--- src/logic/idle_wakeup_defines.vh ---
// constants for the idle wake-up sequencer
`ifndef IDLE_WAKEUP_DEFINES_VH
`define IDLE_WAKEUP_DEFINES_VH

// register offsets on the plain register port
`define ADDR_IDLE_CONTROL 8'h00
`define ADDR_BUS_SELECT 8'h04
`define ADDR_INT_ENABLE 8'h08
`define ADDR_STATUS 8'h0C
`define ADDR_MASK 8'h10
`define ADDR_STATE 8'h14

// field positions
`define CLOCK_GEN_IDLE_BIT 0
`define HOST_PORT_MODE_BIT 0
`define HOST_IDLE_BIT 1
`define SRC_EXT 0
`define SRC_RTC 1
`define SRC_USB 2
`define ST_EXT_WAKE 0
`define ST_RTC_WAKE 1
`define ST_USB_WAKE 2
`define ST_IDLE_REFUSED 3
`define ST_CPU_WOKE 4
`define ST_DOMAIN_WOKE 5

// reset values
`define RST_IDLE_CONTROL 16'h0000
`define RST_BUS_SELECT 16'h0000
`define RST_INT_ENABLE 16'h0000
`define RST_STATUS 16'h0000
`define RST_MASK 16'h0000

// timing and detection
`define EXT_LOW_CYCLES 2'h3
`define EXT_DETECT_PATTERN 5'h18

`endif

--- src/logic/idle_wakeup_sequencer.v ---
// idle entry and wake-up sequencer for cpu and clock domain
// Behaviour
// The cpu leaves idle only on hardware reset, external interrupt, rtc interrupt or usb event.
// With the oscillator off, any wake event restarts the oscillator and enables the usb pll.
// A wake event whose enable bit is clear leaves the cpu idle though the clocks restart.
// An enabled wake interrupt reaches the cpu only after oscillator stable and pll lock.
// An external wake line must stay low at least 3 cycles after the oscillator is stable.
// If the external line rises too early, only the clock domain wakes and the cpu stays idle.
// Software not using usb should put the usb module into idle after wake-up.
// In host-port mode the plain clock-domain idle request is refused.
// In host-port mode the domain idles only with host idle and clock-generator idle both set.
// External lines pass two flops and are detected only on the sample run 1-1-0-0-0; in S_OSC_OFF a low synchronised level alone starts the wake.
// Hardware reset wakes the device unconditionally through the normal reset sequence.
`timescale 1ns/10ps
`include "idle_wakeup_defines.vh"
module idle_wakeup_sequencer
(
  input wire clk,
  input wire reset_n,
  input wire [7:0] addr,
  input wire [15:0] wdata,
  input wire wr_stb,
  input wire rd_stb,
  output reg [15:0] rdata_r,
  input wire cpu_idle_req,
  input wire ext_int_n,
  input wire rtc_int,
  input wire usb_event,
  input wire osc_stable,
  input wire usb_pll_locked,
  output reg cpu_idle_r,
  output reg cpu_wake_r,
  output reg [2:0] wake_source_r,
  output reg clk_domain_idle_r,
  output reg osc_enable_r,
  output reg usb_pll_enable_r,
  output reg irq_r
);

  // one-hot states
  localparam [5:0] S_RUN = 6'h01;
  localparam [5:0] S_CPU_IDLE = 6'h02;
  localparam [5:0] S_OSC_OFF = 6'h04;
  localparam [5:0] S_WARMUP = 6'h08;
  localparam [5:0] S_CHECK = 6'h10;
  localparam [5:0] S_EXT_HOLD = 6'h20;

  reg [5:0] state_r;
  reg [5:0] state_nxt;
  reg [15:0] idle_control_reg;
  reg [15:0] bus_select_reg;
  reg [15:0] interrupt_enable_reg;
  reg [15:0] status_r;
  reg [15:0] status_nxt;
  reg [15:0] mask_r;
  reg [2:0] pending_r;
  reg [2:0] pending_nxt;
  reg [1:0] low_cnt_r;
  reg [1:0] low_cnt_nxt;
  reg cpu_wake_nxt;
  reg [2:0] wake_source_nxt;
  reg refused_ev;
  reg domain_woke_ev;

  wire [3:0] async_bus;
  wire [3:0] sync_bus;
  wire ext_line_sync;
  wire rtc_sync;
  wire usb_sync;
  wire clocks_ready;
  wire ext_detect;
  wire ext_level_low;
  wire [2:0] wake_now;
  wire [2:0] enables;
  wire host_port_mode;
  wire host_idle_bit;
  wire clock_gen_idle_bit;
  wire domain_idle_ok;
  wire osc_ready_sync;
  wire pll_ready_sync;
  wire status_rd;

  // pins from outside the clock domain pass two flops
  assign async_bus = {usb_pll_locked, osc_stable, usb_event, rtc_int};

  sync_2ff #(.WIDTH(4), .INIT(4'h0)) u_sync_misc
  (
    .clk(clk),
    .reset_n(reset_n),
    .async_in(async_bus),
    .sync_out(sync_bus)
  );

  // external line idles high, so its synchroniser resets high
  sync_2ff #(.WIDTH(1), .INIT(1'b1)) u_sync_ext
  (
    .clk(clk),
    .reset_n(reset_n),
    .async_in(ext_int_n),
    .sync_out(ext_line_sync)
  );

  ext_int_detect u_ext_detect
  (
    .clk(clk),
    .reset_n(reset_n),
    .line_sync(ext_line_sync),
    .detect_r(ext_detect)
  );

  assign rtc_sync = sync_bus[0];
  assign usb_sync = sync_bus[1];
  assign osc_ready_sync = sync_bus[2];
  assign pll_ready_sync = sync_bus[3];
  assign clocks_ready = osc_ready_sync & pll_ready_sync;
  assign ext_level_low = ~ext_line_sync;

  // the three interrupt wake sources in source-bit order
  assign wake_now = {usb_sync, rtc_sync, ext_detect};
  assign enables = interrupt_enable_reg[2:0];

  // idle permission for the clock domain
  assign host_port_mode = bus_select_reg[`HOST_PORT_MODE_BIT];
  assign host_idle_bit = bus_select_reg[`HOST_IDLE_BIT];
  assign clock_gen_idle_bit = idle_control_reg[`CLOCK_GEN_IDLE_BIT];
  assign domain_idle_ok = clock_gen_idle_bit & (~host_port_mode | host_idle_bit);

  // sequencer next state
  always @*
  begin
    state_nxt = state_r;
    pending_nxt = pending_r;
    low_cnt_nxt = low_cnt_r;
    cpu_wake_nxt = 1'b0;
    wake_source_nxt = wake_source_r;
    refused_ev = 1'b0;
    domain_woke_ev = 1'b0;
    case (state_r)
      S_RUN:
      begin
        if (cpu_idle_req)
        begin
          if (domain_idle_ok)
          begin
            state_nxt = S_OSC_OFF;
          end
          else
          begin
            state_nxt = S_CPU_IDLE;
            refused_ev = clock_gen_idle_bit;
          end
        end
      end
      S_CPU_IDLE:
      begin
        // clocks running: enabled sources wake at once, masked ones do not
        if ((wake_now & enables) != 3'h0)
        begin
          state_nxt = S_RUN;
          cpu_wake_nxt = 1'b1;
          wake_source_nxt = wake_now & enables;
        end
      end
      S_OSC_OFF:
      begin
        // low level on the external line counts as an event while stopped
        if ((wake_now[2:1] != 2'h0) || ext_level_low)
        begin
          state_nxt = S_WARMUP;
          pending_nxt = {wake_now[2:1], ext_level_low};
        end
      end
      S_WARMUP:
      begin
        pending_nxt = pending_r | wake_now;
        if (clocks_ready)
        begin
          state_nxt = S_CHECK;
          domain_woke_ev = 1'b1;
        end
      end
      S_CHECK:
      begin
        low_cnt_nxt = 2'h0;
        if ((pending_r[2:1] & enables[2:1]) != 2'h0)
        begin
          state_nxt = S_RUN;
          cpu_wake_nxt = 1'b1;
          wake_source_nxt = pending_r & enables & 3'h6;
        end
        else if (pending_r[`SRC_EXT] & enables[`SRC_EXT])
        begin
          state_nxt = S_EXT_HOLD;
        end
        else
        begin
          state_nxt = S_CPU_IDLE;
        end
      end
      S_EXT_HOLD:
      begin
        // line must stay low for the hold time after stability
        if (!ext_level_low)
        begin
          state_nxt = S_CPU_IDLE;
        end
        else if (low_cnt_r == (`EXT_LOW_CYCLES - 2'h1))
        begin
          state_nxt = S_RUN;
          cpu_wake_nxt = 1'b1;
          wake_source_nxt = 3'h1;
        end
        else
        begin
          low_cnt_nxt = low_cnt_r + 2'h1;
        end
      end
      default:
      begin
        state_nxt = S_RUN;
      end
    endcase
  end

  // sequencer registers and flop-driven control outputs
  always @(posedge clk or negedge reset_n)
  begin
    if (!reset_n)
    begin
      state_r <= S_RUN;
      pending_r <= 3'h0;
      low_cnt_r <= 2'h0;
      cpu_wake_r <= 1'b0;
      wake_source_r <= 3'h0;
      cpu_idle_r <= 1'b0;
      clk_domain_idle_r <= 1'b0;
      osc_enable_r <= 1'b1;
      usb_pll_enable_r <= 1'b1;
    end
    else
    begin
      state_r <= state_nxt;
      pending_r <= (state_nxt == S_RUN) ? 3'h0 : pending_nxt;
      low_cnt_r <= low_cnt_nxt;
      cpu_wake_r <= cpu_wake_nxt;
      wake_source_r <= wake_source_nxt;
      cpu_idle_r <= (state_nxt != S_RUN);
      clk_domain_idle_r <= (state_nxt == S_OSC_OFF);
      osc_enable_r <= (state_nxt != S_OSC_OFF);
      usb_pll_enable_r <= (state_nxt != S_OSC_OFF);
    end
  end

  // sticky status: events set, a read of the register clears, set wins
  always @*
  begin
    status_nxt = status_r;
    if (status_rd)
    begin
      status_nxt = 16'h0000;
    end
    // new wake sources add to the kept bits, so a same-cycle read loses nothing
    if (cpu_wake_nxt)
    begin
      status_nxt[`ST_EXT_WAKE] = status_nxt[`ST_EXT_WAKE] | wake_source_nxt[`SRC_EXT];
      status_nxt[`ST_RTC_WAKE] = status_nxt[`ST_RTC_WAKE] | wake_source_nxt[`SRC_RTC];
      status_nxt[`ST_USB_WAKE] = status_nxt[`ST_USB_WAKE] | wake_source_nxt[`SRC_USB];
      status_nxt[`ST_CPU_WOKE] = 1'b1;
    end
    if (refused_ev)
    begin
      status_nxt[`ST_IDLE_REFUSED] = 1'b1;
    end
    if (domain_woke_ev)
    begin
      status_nxt[`ST_DOMAIN_WOKE] = 1'b1;
    end
  end

  // true when this cycle reads the status register
  assign status_rd = rd_stb && (addr == `ADDR_STATUS);

  // software registers
  always @(posedge clk or negedge reset_n)
  begin
    if (!reset_n)
    begin
      idle_control_reg <= `RST_IDLE_CONTROL;
      bus_select_reg <= `RST_BUS_SELECT;
      interrupt_enable_reg <= `RST_INT_ENABLE;
      mask_r <= `RST_MASK;
      status_r <= `RST_STATUS;
    end
    else
    begin
      status_r <= status_nxt;
      if (wr_stb)
      begin
        case (addr)
          `ADDR_IDLE_CONTROL:
          begin
            idle_control_reg <= {15'h0000, wdata[`CLOCK_GEN_IDLE_BIT]};
          end
          `ADDR_BUS_SELECT:
          begin
            bus_select_reg <= {14'h0000, wdata[1:0]};
          end
          `ADDR_INT_ENABLE:
          begin
            interrupt_enable_reg <= {13'h0000, wdata[2:0]};
          end
          `ADDR_MASK:
          begin
            mask_r <= {10'h000, wdata[5:0]};
          end
          default:
          begin
            mask_r <= mask_r;
          end
        endcase
      end
    end
  end

  // read data one cycle after the strobe, zero otherwise
  always @(posedge clk or negedge reset_n)
  begin
    if (!reset_n)
    begin
      rdata_r <= 16'h0000;
      irq_r <= 1'b0;
    end
    else
    begin
      irq_r <= ((status_nxt & mask_r) != 16'h0000);
      if (rd_stb)
      begin
        case (addr)
          `ADDR_IDLE_CONTROL: rdata_r <= idle_control_reg;
          `ADDR_BUS_SELECT: rdata_r <= bus_select_reg;
          `ADDR_INT_ENABLE: rdata_r <= interrupt_enable_reg;
          `ADDR_STATUS: rdata_r <= status_r;
          `ADDR_MASK: rdata_r <= mask_r;
          `ADDR_STATE: rdata_r <= {10'h000, state_r};
          default: rdata_r <= 16'h0000;
        endcase
      end
      else
      begin
        rdata_r <= 16'h0000;
      end
    end
  end

endmodule

--- src/logic/sync_2ff.v ---
// two flip-flop synchroniser for asynchronous inputs
`timescale 1ns/10ps
module sync_2ff
#(
  parameter WIDTH = 1,
  parameter [WIDTH-1:0] INIT = {WIDTH{1'b0}}
)
(
  input wire clk,
  input wire reset_n,
  input wire [WIDTH-1:0] async_in,
  output reg [WIDTH-1:0] sync_out
);

  reg [WIDTH-1:0] meta_r;

  // first stage feeds only the second stage
  always @(posedge clk or negedge reset_n)
  begin
    if (!reset_n)
    begin
      meta_r <= INIT;
      sync_out <= INIT;
    end
    else
    begin
      meta_r <= async_in;
      sync_out <= meta_r;
    end
  end

endmodule

--- src/logic/ext_int_detect.v ---
// sample pattern detector for one external interrupt line
`timescale 1ns/10ps
`include "idle_wakeup_defines.vh"
module ext_int_detect
(
  input wire clk,
  input wire reset_n,
  input wire line_sync,
  output reg detect_r
);

  reg [4:0] hist_r;

  // history of consecutive samples, oldest in the top bit
  always @(posedge clk or negedge reset_n)
  begin
    if (!reset_n)
    begin
      hist_r <= 5'h1F;
      detect_r <= 1'b0;
    end
    else
    begin
      hist_r <= {hist_r[3:0], line_sync};
      detect_r <= ({hist_r[3:0], line_sync} == `EXT_DETECT_PATTERN);
    end
  end

endmodule

--- config.mk ---
export PLATFORM = sky130hd
export DESIGN_NAME = idle_wakeup_sequencer
export DESIGN_NICKNAME = d
export VERILOG_FILES = /design/src/logic/idle_wakeup_sequencer.v /design/src/logic/sync_2ff.v /design/src/logic/ext_int_detect.v
export VERILOG_INCLUDE_DIRS = /design/src /design/src/logic
export SDC_FILE = /design/constraint.sdc
export NUM_CORES = 1
export LEC_CHECK = 0
export ABC_AREA = 1
export ABC_CLOCK_PERIOD_IN_PS = 1500
export BUFFER_PORTS_ARGS = -buffer_cell sky130_fd_sc_hd__buf_2
export CORE_MARGIN = 2
export CORE_UTILIZATION = 47
export CTS_BUF_LIST = sky130_fd_sc_hd__clkbuf_4 sky130_fd_sc_hd__clkbuf_8
export CTS_CLUSTER_DIAMETER = 50
export DETAILED_ROUTE_END_ITERATION = 16
export GPL_TIMING_DRIVEN = 1
export PLACE_DENSITY = 0.73
export SLEW_MARGIN = 0
export SYNTH_ARGS = -nofsm -noshare
export SYNTH_HDL_FRONTEND = slang
export SYNTH_SLANG_ARGS = --single-unit
--- constraint.sdc ---
create_clock -name clk -period 1.5 [get_ports clk]
set_input_delay 0.3 -clock clk [delete_from_list [all_inputs] [get_ports clk]]
set_output_delay 0.3 -clock clk [all_outputs]
set_load 0.005 [all_outputs]
==> flow_summary.yaml, run 1 <==
synthesis:
  synth_most_common_cell: "sky130_fd_sc_hd__nand2_1"
  synthesis.yosys.warnings: 0
  postSynthCellCount: 316
  synth-seq-cells: 58
  synth_common_cells: "sky130_fd_sc_hd__nand2_1, sky130_fd_sc_hd__dfrtp_1, sky130_fd_sc_hd__inv_1"
  yosysSeqAreaShare: 0.535
  postSynthAreaPerCell_um2: 8.64
  synth_async_sr_flop_share: 1.00
  synth_enable_flop_cells: 0
  synth_top_area_frac: 0.458
  yosys-top-cells-area: "sky130_fd_sc_hd__dfrtp_1, sky130_fd_sc_hd__nand2_1, sky130_fd_sc_hd__dfstp_2, sky130_fd_sc_hd__inv_1, sky130_fd_sc_hd__nor2_1"
  yosys.cell_types.count: 33
  ys.flop_type: "sky130_fd_sc_hd__dfrtp_1"
  synth.cell_area_um2: 2730
  synth_largest_area_cell: "sky130_fd_sc_hd__dfrtp_1"
route:
  uppermost_signal_routing_layer_after_detailed_routing: "met4"
  drt-vias-per-instance: 5.03
  route.detailed.drc: 0
  wirelength_um: 6120
  met3_wirelength_um: 374
  drt_pre_antenna_iters: 4
  antenna_violating_nets_post_route: 0
  detail_route.wl_per_cell_um: 12.9
  met2RoutedLength_um: 2890
  drt_iter0_markers: 190
  dr_total_vias: 2379
  wirelength_met1_um: 2740
final_layout:
  antenna-diode-count: 0
  nets: 431
  areaGrowthSynthToFinish_pct: 27.9
  layout_cells_sized_above_1: 0.337
  fillerInstances: 477
setup_path:
  rr_endpoint: "irq_r"
  r2r_slack_ns: -0.04
  crit-reg2reg-launch: "state_r[0]"
  timing.critical_path.arrival_ns: 1.76
  cp-start-kind: "flop"
  worstPathMaxFanout: 6
  endpoint_kind: "flop"
  worst_r2r_path_depth: 9
  startpoint_of_the_most_critical_setup_path: "state_r[0]"
  crit_required_ns: 1.72
  path_class: "reg2reg"
clock_tree:
  clockBufferDepth: 2
  clk_pin_slew_worst_paths_ns: 0.06
  numCtsBuffers: 9
  clkLatencyLatePin_ns: 0.34
  clk_root_buf: "sky130_fd_sc_hd__clkbuf_8"
  cts_tree: "yes"
  cts.sink_count: 58
  ctsHtreeMaxLevel: 3
die:
  dieHeight_um: 80.2
  die_width_um: 80.2
  start_util: 0.490
  area_inside_the_core_boundary_um2: 5570
  cell_rows: 27
  pin_count: 59
  die_area_um2: 6440
worst_hold_path:
  timing.hold.worst.start: "ext_int_n"
  hold_path_end: "u_sync_ext.meta_r"
  holdPathStages: 1
  worst_hold_path_type: "in2reg"
placement:
  gpl.final_weighted_congestion: 0.898
  dp_hpwl_um: 4560
  place_worst_setup_slack_ns: -0.0812
  placement.io_buffers: 38
pwr:
  p_leak_nw: 1.79
  ir_worst_vdd_mv: 0.880
  overall_power_consumption_mw: 3.83
  power_per_cell_area_nw_per_um2: 1100
timing:
  layout_worst_path_cycle_share: 1.03
  slew_violations: 0
  clock_skew_ns: 0.00954
  setup_viol: 4
  worst_path_setup_slack_after_routing_ns: -0.0434
  hold-worst-slack_ns: 0.0642
  rsz_0062_raised_after_global_routing: "true"
  timing_hold_violations_final: 0
  finalWorstPathRequiredPeriod_ns: 1.54
  max_freq_ghz: 0.648
grt:
  pin_count_of_the_biggest_net_entering_global_routing: 26
  total_global_route_track_usage: 0.209
  grt_pass1_wl_um: 10100
  grt_remaining_overflow: 0
  first_global_vias: 2257
  antenna_found_initial: 0
job:
  cap_violations: 0
outcome:
  run_status: "finished, violations left"
  violations: "negative setup slack"
layout make-up:
type	count	area, µm²	share of cell area
multi-input cells	218	1150	0.331
inverters	38	145	0.0415
clock buffers	13	166	0.0476
well taps	72	90.1	0.0258
flip-flops and latches	58	1470	0.419
repair buffers	71	457	0.131
clock inverters	3	15.0	0.00430
worst max-delay path by stage:
stage | slack [ns] | endpoint | depth (start not counted)
6_report | -0.04 | irq_r | 9
5_1_grt | -0.13 | pending_r[1] | 9
4_1_cts | -0.007 | pending_r[1] | 8
3_5_place_dp | -0.08 | pending_r[1] | 7
3_3_place_gp | -0.02 | pending_r[0] | 7
2_1_floorplan | 0.07 | pending_r[0] | 7
repair_timing:
item	in CTS	in global routing
endpoints found under the hold margin	10	0
gates resized for setup	9	16
hold buffers	1	0
pin swaps	4	6
endpoints found under the setup margin	8	13
setup buffers	1	5
metal layers:
metal | track usage | vias to the layer above
met2 | 0.321 | 78
li1 | - | 1158
met1 | 0.282 | 1130
met3 | 0.0494 | 13
met4 | 0.0915 | 0
met5 | 0 | -
per-stage QoR:
step	cell area, µm²	util	setup TNS (ns)	instances
after detailed placement	3170	0.569	-0.343	450
after floorplan	2770	-	0	325
final	3490	0.627	-0.115	473
after global placement	3170	0.569	-0.0653	450
after CTS	3410	0.612	-0.00762	468
after global routing	3490	0.627	-0.828	473
cells by family (layout without fill, tap and decap cells):
kind of cell	after synthesis	count (layout)	synth area share
and+or+nand+nor	161	161	0.272
buffers and inverters	49	125	0.0825
other	1	10	0.00137
AOI/OAI and AO/OA	43	43	0.0925
muxes	3	3	0.0124
adders and majority gates	1	1	0.00458
DFF	58	58	0.535
power by group:
group	switching [mW]	total [mW]	internal (mW)
logic	0.453	0.752	0.299
clock network	0.577	1.29	0.717
registers	0.0818	1.78	1.70
cell usage in the layout, fill, tap and decap left out, types with 2 or more instances in the layout:
cell type and n:
sky130_fd_sc_hd__nand2_2 4, sky130_fd_sc_hd__a21boi_0 2, sky130_fd_sc_hd__nand3_1 15, sky130_fd_sc_hd__nor2_4 5, sky130_fd_sc_hd__o2111ai_1 2, sky130_fd_sc_hd__clkbuf_4 2, sky130_fd_sc_hd__dfstp_2 8, sky130_fd_sc_hd__conb_1 10
sky130_fd_sc_hd__nand2_1 84, sky130_fd_sc_hd__o21ai_1 5, sky130_fd_sc_hd__buf_4 30, sky130_fd_sc_hd__a21oi_1 6, sky130_fd_sc_hd__nand3_4 3, sky130_fd_sc_hd__nand4_1 3, sky130_fd_sc_hd__o21ai_0 16, sky130_fd_sc_hd__inv_1 33
sky130_fd_sc_hd__a31oi_1 5, sky130_fd_sc_hd__nor3_2 2, sky130_fd_sc_hd__dfrtp_2 3, sky130_fd_sc_hd__dfrtp_1 47, sky130_fd_sc_hd__nand3_2 2, sky130_fd_sc_hd__mux2_2 2, sky130_fd_sc_hd__buf_2 38, sky130_fd_sc_hd__inv_2 4
sky130_fd_sc_hd__clkinv_2 3, sky130_fd_sc_hd__nor2_2 7, sky130_fd_sc_hd__nor2_1 30, sky130_fd_sc_hd__nor3_1 2, sky130_fd_sc_hd__clkbuf_8 11
worst max-delay path: stages, from the launching register on:
cell and delay [ns]:
sky130_fd_sc_hd__dfstp_2 0.55, sky130_fd_sc_hd__nor2_4 0.08, sky130_fd_sc_hd__nand3_4 0.14, sky130_fd_sc_hd__inv_4 0.06, sky130_fd_sc_hd__nand2_1 0.08, sky130_fd_sc_hd__nand3_2 0.11, sky130_fd_sc_hd__nand2_1 0.11, sky130_fd_sc_hd__nand2_1 0.07
sky130_fd_sc_hd__a21oi_1 0.15, sky130_fd_sc_hd__nand2_1 0.08
(Power assumes the default switching activity.)
==> inputs of run 2 (changes only) <==
CORE_UTILIZATION = 35   (was 47)
HOLD_SLACK_MARGIN = 0.05   (was default)
PLACE_DENSITY = default   (was 0.73)
PLACE_DENSITY_LB_ADDON = 0.1   (was default)
==> run 2 against run 1 <==
  * The run now ends clean
  * Setup slack gained 0.055 ns
  * Clock power shrank 4%
  * Combinational power grew 8.0%
  * Sequential cell count is the same
  * Register-to-register slack gained 0.06 ns
  * Routed wire length grew 9.1%
  * Via count shrank 1.7%
  * Fmax grew 3.7%
  * Critical path type unchanged
==> flow_summary.yaml, run 2 (synthesis gave the netlist of run 1 again) <==
timing:
  rsz_0062_raised_after_global_routing: "true"
  hold-worst-slack_ns: 0.0702
  timing_hold_violations_final: 0
  slew_violations: 0
  clock_skew_ns: 0.00847
  max_freq_ghz: 0.672
  setup_viol: 0
  finalWorstPathRequiredPeriod_ns: 1.49
  layout_worst_path_cycle_share: 0.992
  worst_path_setup_slack_after_routing_ns: 0.0119
pwr:
  clock_power_share: 0.323
  power.sequential.fraction: 0.465
  p_leak_nw: 1.87
  switching_share: 0.305
  power_per_cell_area_nw_per_um2: 1030
  internal_power_mw: 2.66
  ir_worst_vdd_mv: 0.633
  power.switching_mw: 1.17
  overall_power_consumption_mw: 3.84
  power_frac_comb: 0.212
route:
  dr_total_vias: 2339
  detail_route.wl_per_cell_um: 12.9
  wirelength_um: 6680
  antenna_violating_nets_post_route: 0
  drt_iter0_markers: 179
  drt-vias-per-instance: 4.50
  drt_pre_antenna_iters: 4
  route.detailed.drc: 0
setup_path:
  crit_required_ns: 1.78
  worstPathMaxFanout: 3
  crit-reg2reg-launch: "state_r[0]"
  path_class: "reg2reg"
  timing.critical_path.arrival_ns: 1.76
  endpoint_kind: "flop"
  cp-start-kind: "flop"
  startpoint_of_the_most_critical_setup_path: "state_r[0]"
clock_tree:
  clk_pin_slew_worst_paths_ns: 0.06
  clkLatencyLatePin_ns: 0.34
  clockBufferDepth: 2
  cts.sink_count: 58
  numCtsBuffers: 9
  clk_root_buf: "sky130_fd_sc_hd__clkbuf_8"
  cts_tree: "yes"
  ctsHtreeMaxLevel: 3
final_layout:
  seq_area_um2: 1460
  layout.cells.most_common: "sky130_fd_sc_hd__nand2_1"
  post_route_design_area_um2: 3710
  final_core_util: 0.485
  layout_common_cells: "sky130_fd_sc_hd__nand2_1, sky130_fd_sc_hd__dfrtp_1, sky130_fd_sc_hd__buf_4"
  areaGrowthSynthToFinish_pct: 35.7
  layout_cells_sized_above_1: 0.380
  fillerInstances: 759
  antenna-diode-count: 0
  nets: 448
  multi_input_comb_area_um2: 1190
die:
  start_util: 0.357
  cell_rows: 32
  dieHeight_um: 92.3
  die_width_um: 92.3
  die_area_um2: 8530
  pin_count: 59
  area_inside_the_core_boundary_um2: 7650
job:
  cap_violations: 0
placement:
  placement.cell_area_um2: 3310
  gpl.final_weighted_congestion: 0.838
  place_worst_setup_slack_ns: -0.0874
  dp_hpwl_um: 4940
  placement.io_buffers: 38
worst_hold_path:
  timing.hold.worst.start: "osc_stable"
  worst_hold_path_type: "in2reg"
outcome:
  run_status: "finished clean"
grt:
  antenna_found_initial: 0
  pin_count_of_the_biggest_net_entering_global_routing: 59
  total_global_route_track_usage: 0.170
  first_global_vias: 2296
  grt_remaining_overflow: 0
  grt_pass1_wl_um: 11100
run 2: power by group through the flow:
| stage | Clock, mW | Sequential [mW] | Combinational (mW) |
|---|---|---|---|
| final | 1.24 | 1.79 | 0.812 |
| after floorplan | 0 | 1.80 | 0.377 |
| after CTS | 1.28 | 1.78 | 0.761 |
| after detailed placement | 0 | 1.81 | 0.662 |
| after global placement | 0 | 1.81 | 0.652 |
| after global routing | 1.37 | 1.80 | 0.897 |
run 2: layer usage:
layer	vias to the layer above	global-route usage	share of wire
met2	55	0.268	0.46
met5	-	0	0
met4	0	0.0560	0.012
li1	1193	-	-
met3	8	0.0423	0.040
met1	1083	0.229	0.49
run 2: critical path, cell delays in order, from the launching register on:
cell and delay, ns:
sky130_fd_sc_hd__dfstp_2 0.57, sky130_fd_sc_hd__inv_2 0.06, sky130_fd_sc_hd__nor2_2 0.12, sky130_fd_sc_hd__nand3_2 0.12, sky130_fd_sc_hd__buf_4 0.16, sky130_fd_sc_hd__o21ai_2 0.13, sky130_fd_sc_hd__nand2_1 0.07, sky130_fd_sc_hd__nand3_1 0.09
sky130_fd_sc_hd__nor2_1 0.04, sky130_fd_sc_hd__nand2_1 0.06
run 2: final cells by class:
| class | count | area share |
|---|---|---|
| clock inverter | 5 | 0.00844 |
| timing repair buffer | 88 | 0.163 |
| sequential | 58 | 0.395 |
| multi-input combinational | 218 | 0.322 |
| tap | 102 | 0.0344 |
| clock buffer | 11 | 0.0375 |
| inverter | 38 | 0.0398 |
run 2: path summary, 6_finish.rpt:
kind	endpoint	slack, ns	cells after the start
min reg2reg	u_sync_misc.sync_out[2]	0.34	0
min in group asynchronous	low_cnt_r[0]	0.48	3
min	u_sync_misc.meta_r[2]	0.07	1
max reg2reg	irq_r	0.01	9
max	irq_r	0.01	9
max in group asynchronous	u_ext_detect.hist_r[3]	0.69	3
run 2: what timing repair did:
item                                   in CTS  in global routing
setup buffers                               3                  4
hold buffers                                2                  2
resized for setup                          16                 23
endpoints found under the hold margin      51                  2
setup endpoints to repair                  11                 16
pin swaps                                   5                  9
run 2: stage by stage:
step | instances | setup TNS (ns)
floorplan | 325 | 0
global placement | 493 | -0.258
detailed placement | 493 | -0.393
CTS | 514 | -0.00839
global route | 520 | -0.565
finish | 520 | 0
==> inputs of run 3 (changes only) <==
ABC_CLOCK_PERIOD_IN_PS = 1400   (was 1500)
clock period = 1.4 ns   (was 1.5 ns; I/O delays follow)
==> run 3 against run 2 <==
  * The run now ends with negative setup slack left
  * Total power is 9.8% higher
  * Die area stayed put
  * Non-clock buffer count is 12 higher
  * Register-to-register slack worse by 0.099 ns
  * First-iteration DRC count is 36% lower
  * Count of clock-buffer cells in the layout is 2 higher
  * Largest power group unchanged
  * Critical path type unchanged
  * Clock skew is 0.0019 ns lower
==> flow_summary.yaml, run 3 (synthesis gave the netlist of run 1 again) <==
route:
  drt_pre_antenna_iters: 4
  drt_iter0_markers: 115
  dr_total_vias: 2384
  wirelength_um: 6720
  antenna_violating_nets_post_route: 0
  drt-vias-per-instance: 4.48
  detail_route.wl_per_cell_um: 12.6
  route.detailed.drc: 0
die:
  cell_rows: 32
  die_area_um2: 8530
  dieHeight_um: 92.3
  start_util: 0.357
  pin_count: 59
  area_inside_the_core_boundary_um2: 7650
  die_width_um: 92.3
placement:
  dp_hpwl_um: 4890
  place_worst_setup_slack_ns: -0.127
  gpl.final_weighted_congestion: 0.842
  placement.io_buffers: 38
  placement.cell_area_um2: 3380
timing:
  clock_skew_ns: 0.00654
  setup_viol: 9
  max_freq_ghz: 0.672
  finalWorstPathRequiredPeriod_ns: 1.49
  layout_worst_path_cycle_share: 1.06
  finalSetupTns_ns: -0.464
  worst_path_setup_slack_after_routing_ns: -0.0874
  slew_violations: 0
  hold-worst-slack_ns: 0.165
  rsz_0062_raised_after_global_routing: "true"
  timing_hold_violations_final: 0
clock_tree:
  clk_pin_slew_worst_paths_ns: 0.06
  clockBufferDepth: 2
  cts_tree: "yes"
  clkLatencyLatePin_ns: 0.34
  cts.sink_count: 58
  numCtsBuffers: 9
  clk_root_buf: "sky130_fd_sc_hd__clkbuf_8"
  ctsHtreeMaxLevel: 3
pwr:
  switching_share: 0.294
  ir_worst_vdd_mv: 0.516
  clock_power_share: 0.335
  power.sequential.fraction: 0.453
  power_per_cell_area_nw_per_um2: 1100
  p_leak_nw: 1.94
  power_frac_comb: 0.212
  power.switching_mw: 1.24
  internal_power_mw: 2.97
final_layout:
  fillerInstances: 753
  final_core_util: 0.501
  layout_common_cells: "sky130_fd_sc_hd__nand2_1, sky130_fd_sc_hd__buf_4, sky130_fd_sc_hd__dfrtp_1"
  nets: 460
  areaGrowthSynthToFinish_pct: 40.4
  layout_cells_sized_above_1: 0.395
  antenna-diode-count: 0
  layout.cells.most_common: "sky130_fd_sc_hd__nand2_1"
  post_route_design_area_um2: 3830
grt:
  gr-usage-met1: 0.241
  grt_remaining_overflow: 0
  antenna_found_initial: 0
  pin_count_of_the_biggest_net_entering_global_routing: 59
  grt_pass1_wl_um: 10900
  total_global_route_track_usage: 0.171
  grt.met3_usage: 0.0513
  first_global_vias: 2236
  most_used_routing_layer: "met2"
  grt_use_met2: 0.248
setup_path:
  crit_path_end: "low_cnt_r[0]"
  endpoint_kind: "flop"
  rr_endpoint: "low_cnt_r[0]"
  crit-reg2reg-launch: "state_r[1]"
  path_class: "reg2reg"
  cp-start-kind: "flop"
  r2r_slack_ns: -0.09
  worstPathMaxFanout: 7
  worst_r2r_path_depth: 6
  startpoint_of_the_most_critical_setup_path: "state_r[1]"
  timing.critical_path.arrival_ns: 1.75
  crit_required_ns: 1.66
outcome:
  run_status: "finished, violations left"
  violations: "negative setup slack"
worst_hold_path:
  worst_hold_path_type: "in2reg"
job:
  cap_violations: 0
-- run 3: cell types whose count changed in the layout (fill, tap and decap cells not counted), sizes merged --
cell         previous run  this run
buf                    84        94
clkinvlp                1         0
clkinv                  4         3
dlygate4sd3             4         6
clkbuf                 11        13
-- run 3: per-layer routing --
metal / up-vias / wire length, µm
met5: - / 0
met4: 0 / 89
met3: 11 / 268
met2: 52 / 3020
met1: 1098 / 3350
li1: 1223 / -
-- run 3: worst min-delay path by stage --
stage	from	slack, ns	depth (start not counted)	endpoint
after floorplan	reset_n	-0.02	0	bus_select_reg[0]
after global placement	reset_n	0.31	2	idle_control_reg[0]
after detailed placement	reset_n	0.31	2	idle_control_reg[0]
after CTS	wdata[3]	0.15	2	mask_r[3]
after global routing	wdata[3]	0.15	2	mask_r[3]
final	wdata[3]	0.17	2	mask_r[3]
-- run 3: final cells by class --
cell class / count / area [µm²] / area share
Timing Repair Buffer: 100 / 703 / 0.183
Tap cell: 102 / 128 / 0.0333
Clock buffer: 13 / 166 / 0.0434
Multi-Input combinational cell: 218 / 1210 / 0.316
Inverter: 38 / 145 / 0.0379
Sequential cell: 58 / 1460 / 0.382
Clock inverter: 3 / 15.0 / 0.00392
-- run 3: timing repair --
action / CTS / global route
endpoints found under the setup margin: 12 / 20
endpoints found under the hold margin: 55 / 0
resized for setup: 26 / 17
setup buffers: 3 / 6
hold buffers: 6 / 0
pin swaps: 6 / 5
-- run 3: power groups by stage --
stage	logic (mW)	clock network (mW)	registers, mW
2_1_floorplan	0.405	0	1.93
3_3_place_gp	0.729	0	1.94
3_5_place_dp	0.726	0	1.94
4_1_cts	0.853	1.47	1.90
5_1_grt	0.985	1.57	1.92
6_report	0.893	1.41	1.91
-- run 3: through the flow --
step | cells | power [mW]
floorplan | 325 | 2.33
global placement | 502 | 2.67
detailed placement | 502 | 2.66
CTS | 527 | 4.22
global route | 532 | 4.48
finish | 532 | 4.21
-- run 3: critical path: stages (launching register included) --
cell                      delay, ns
sky130_fd_sc_hd__dfrtp_2       0.44
sky130_fd_sc_hd__nor2_4        0.24
sky130_fd_sc_hd__nand3_4       0.16
sky130_fd_sc_hd__buf_6         0.16
sky130_fd_sc_hd__a22oi_2       0.22
sky130_fd_sc_hd__nand3_1       0.11
sky130_fd_sc_hd__o21ai_1       0.09
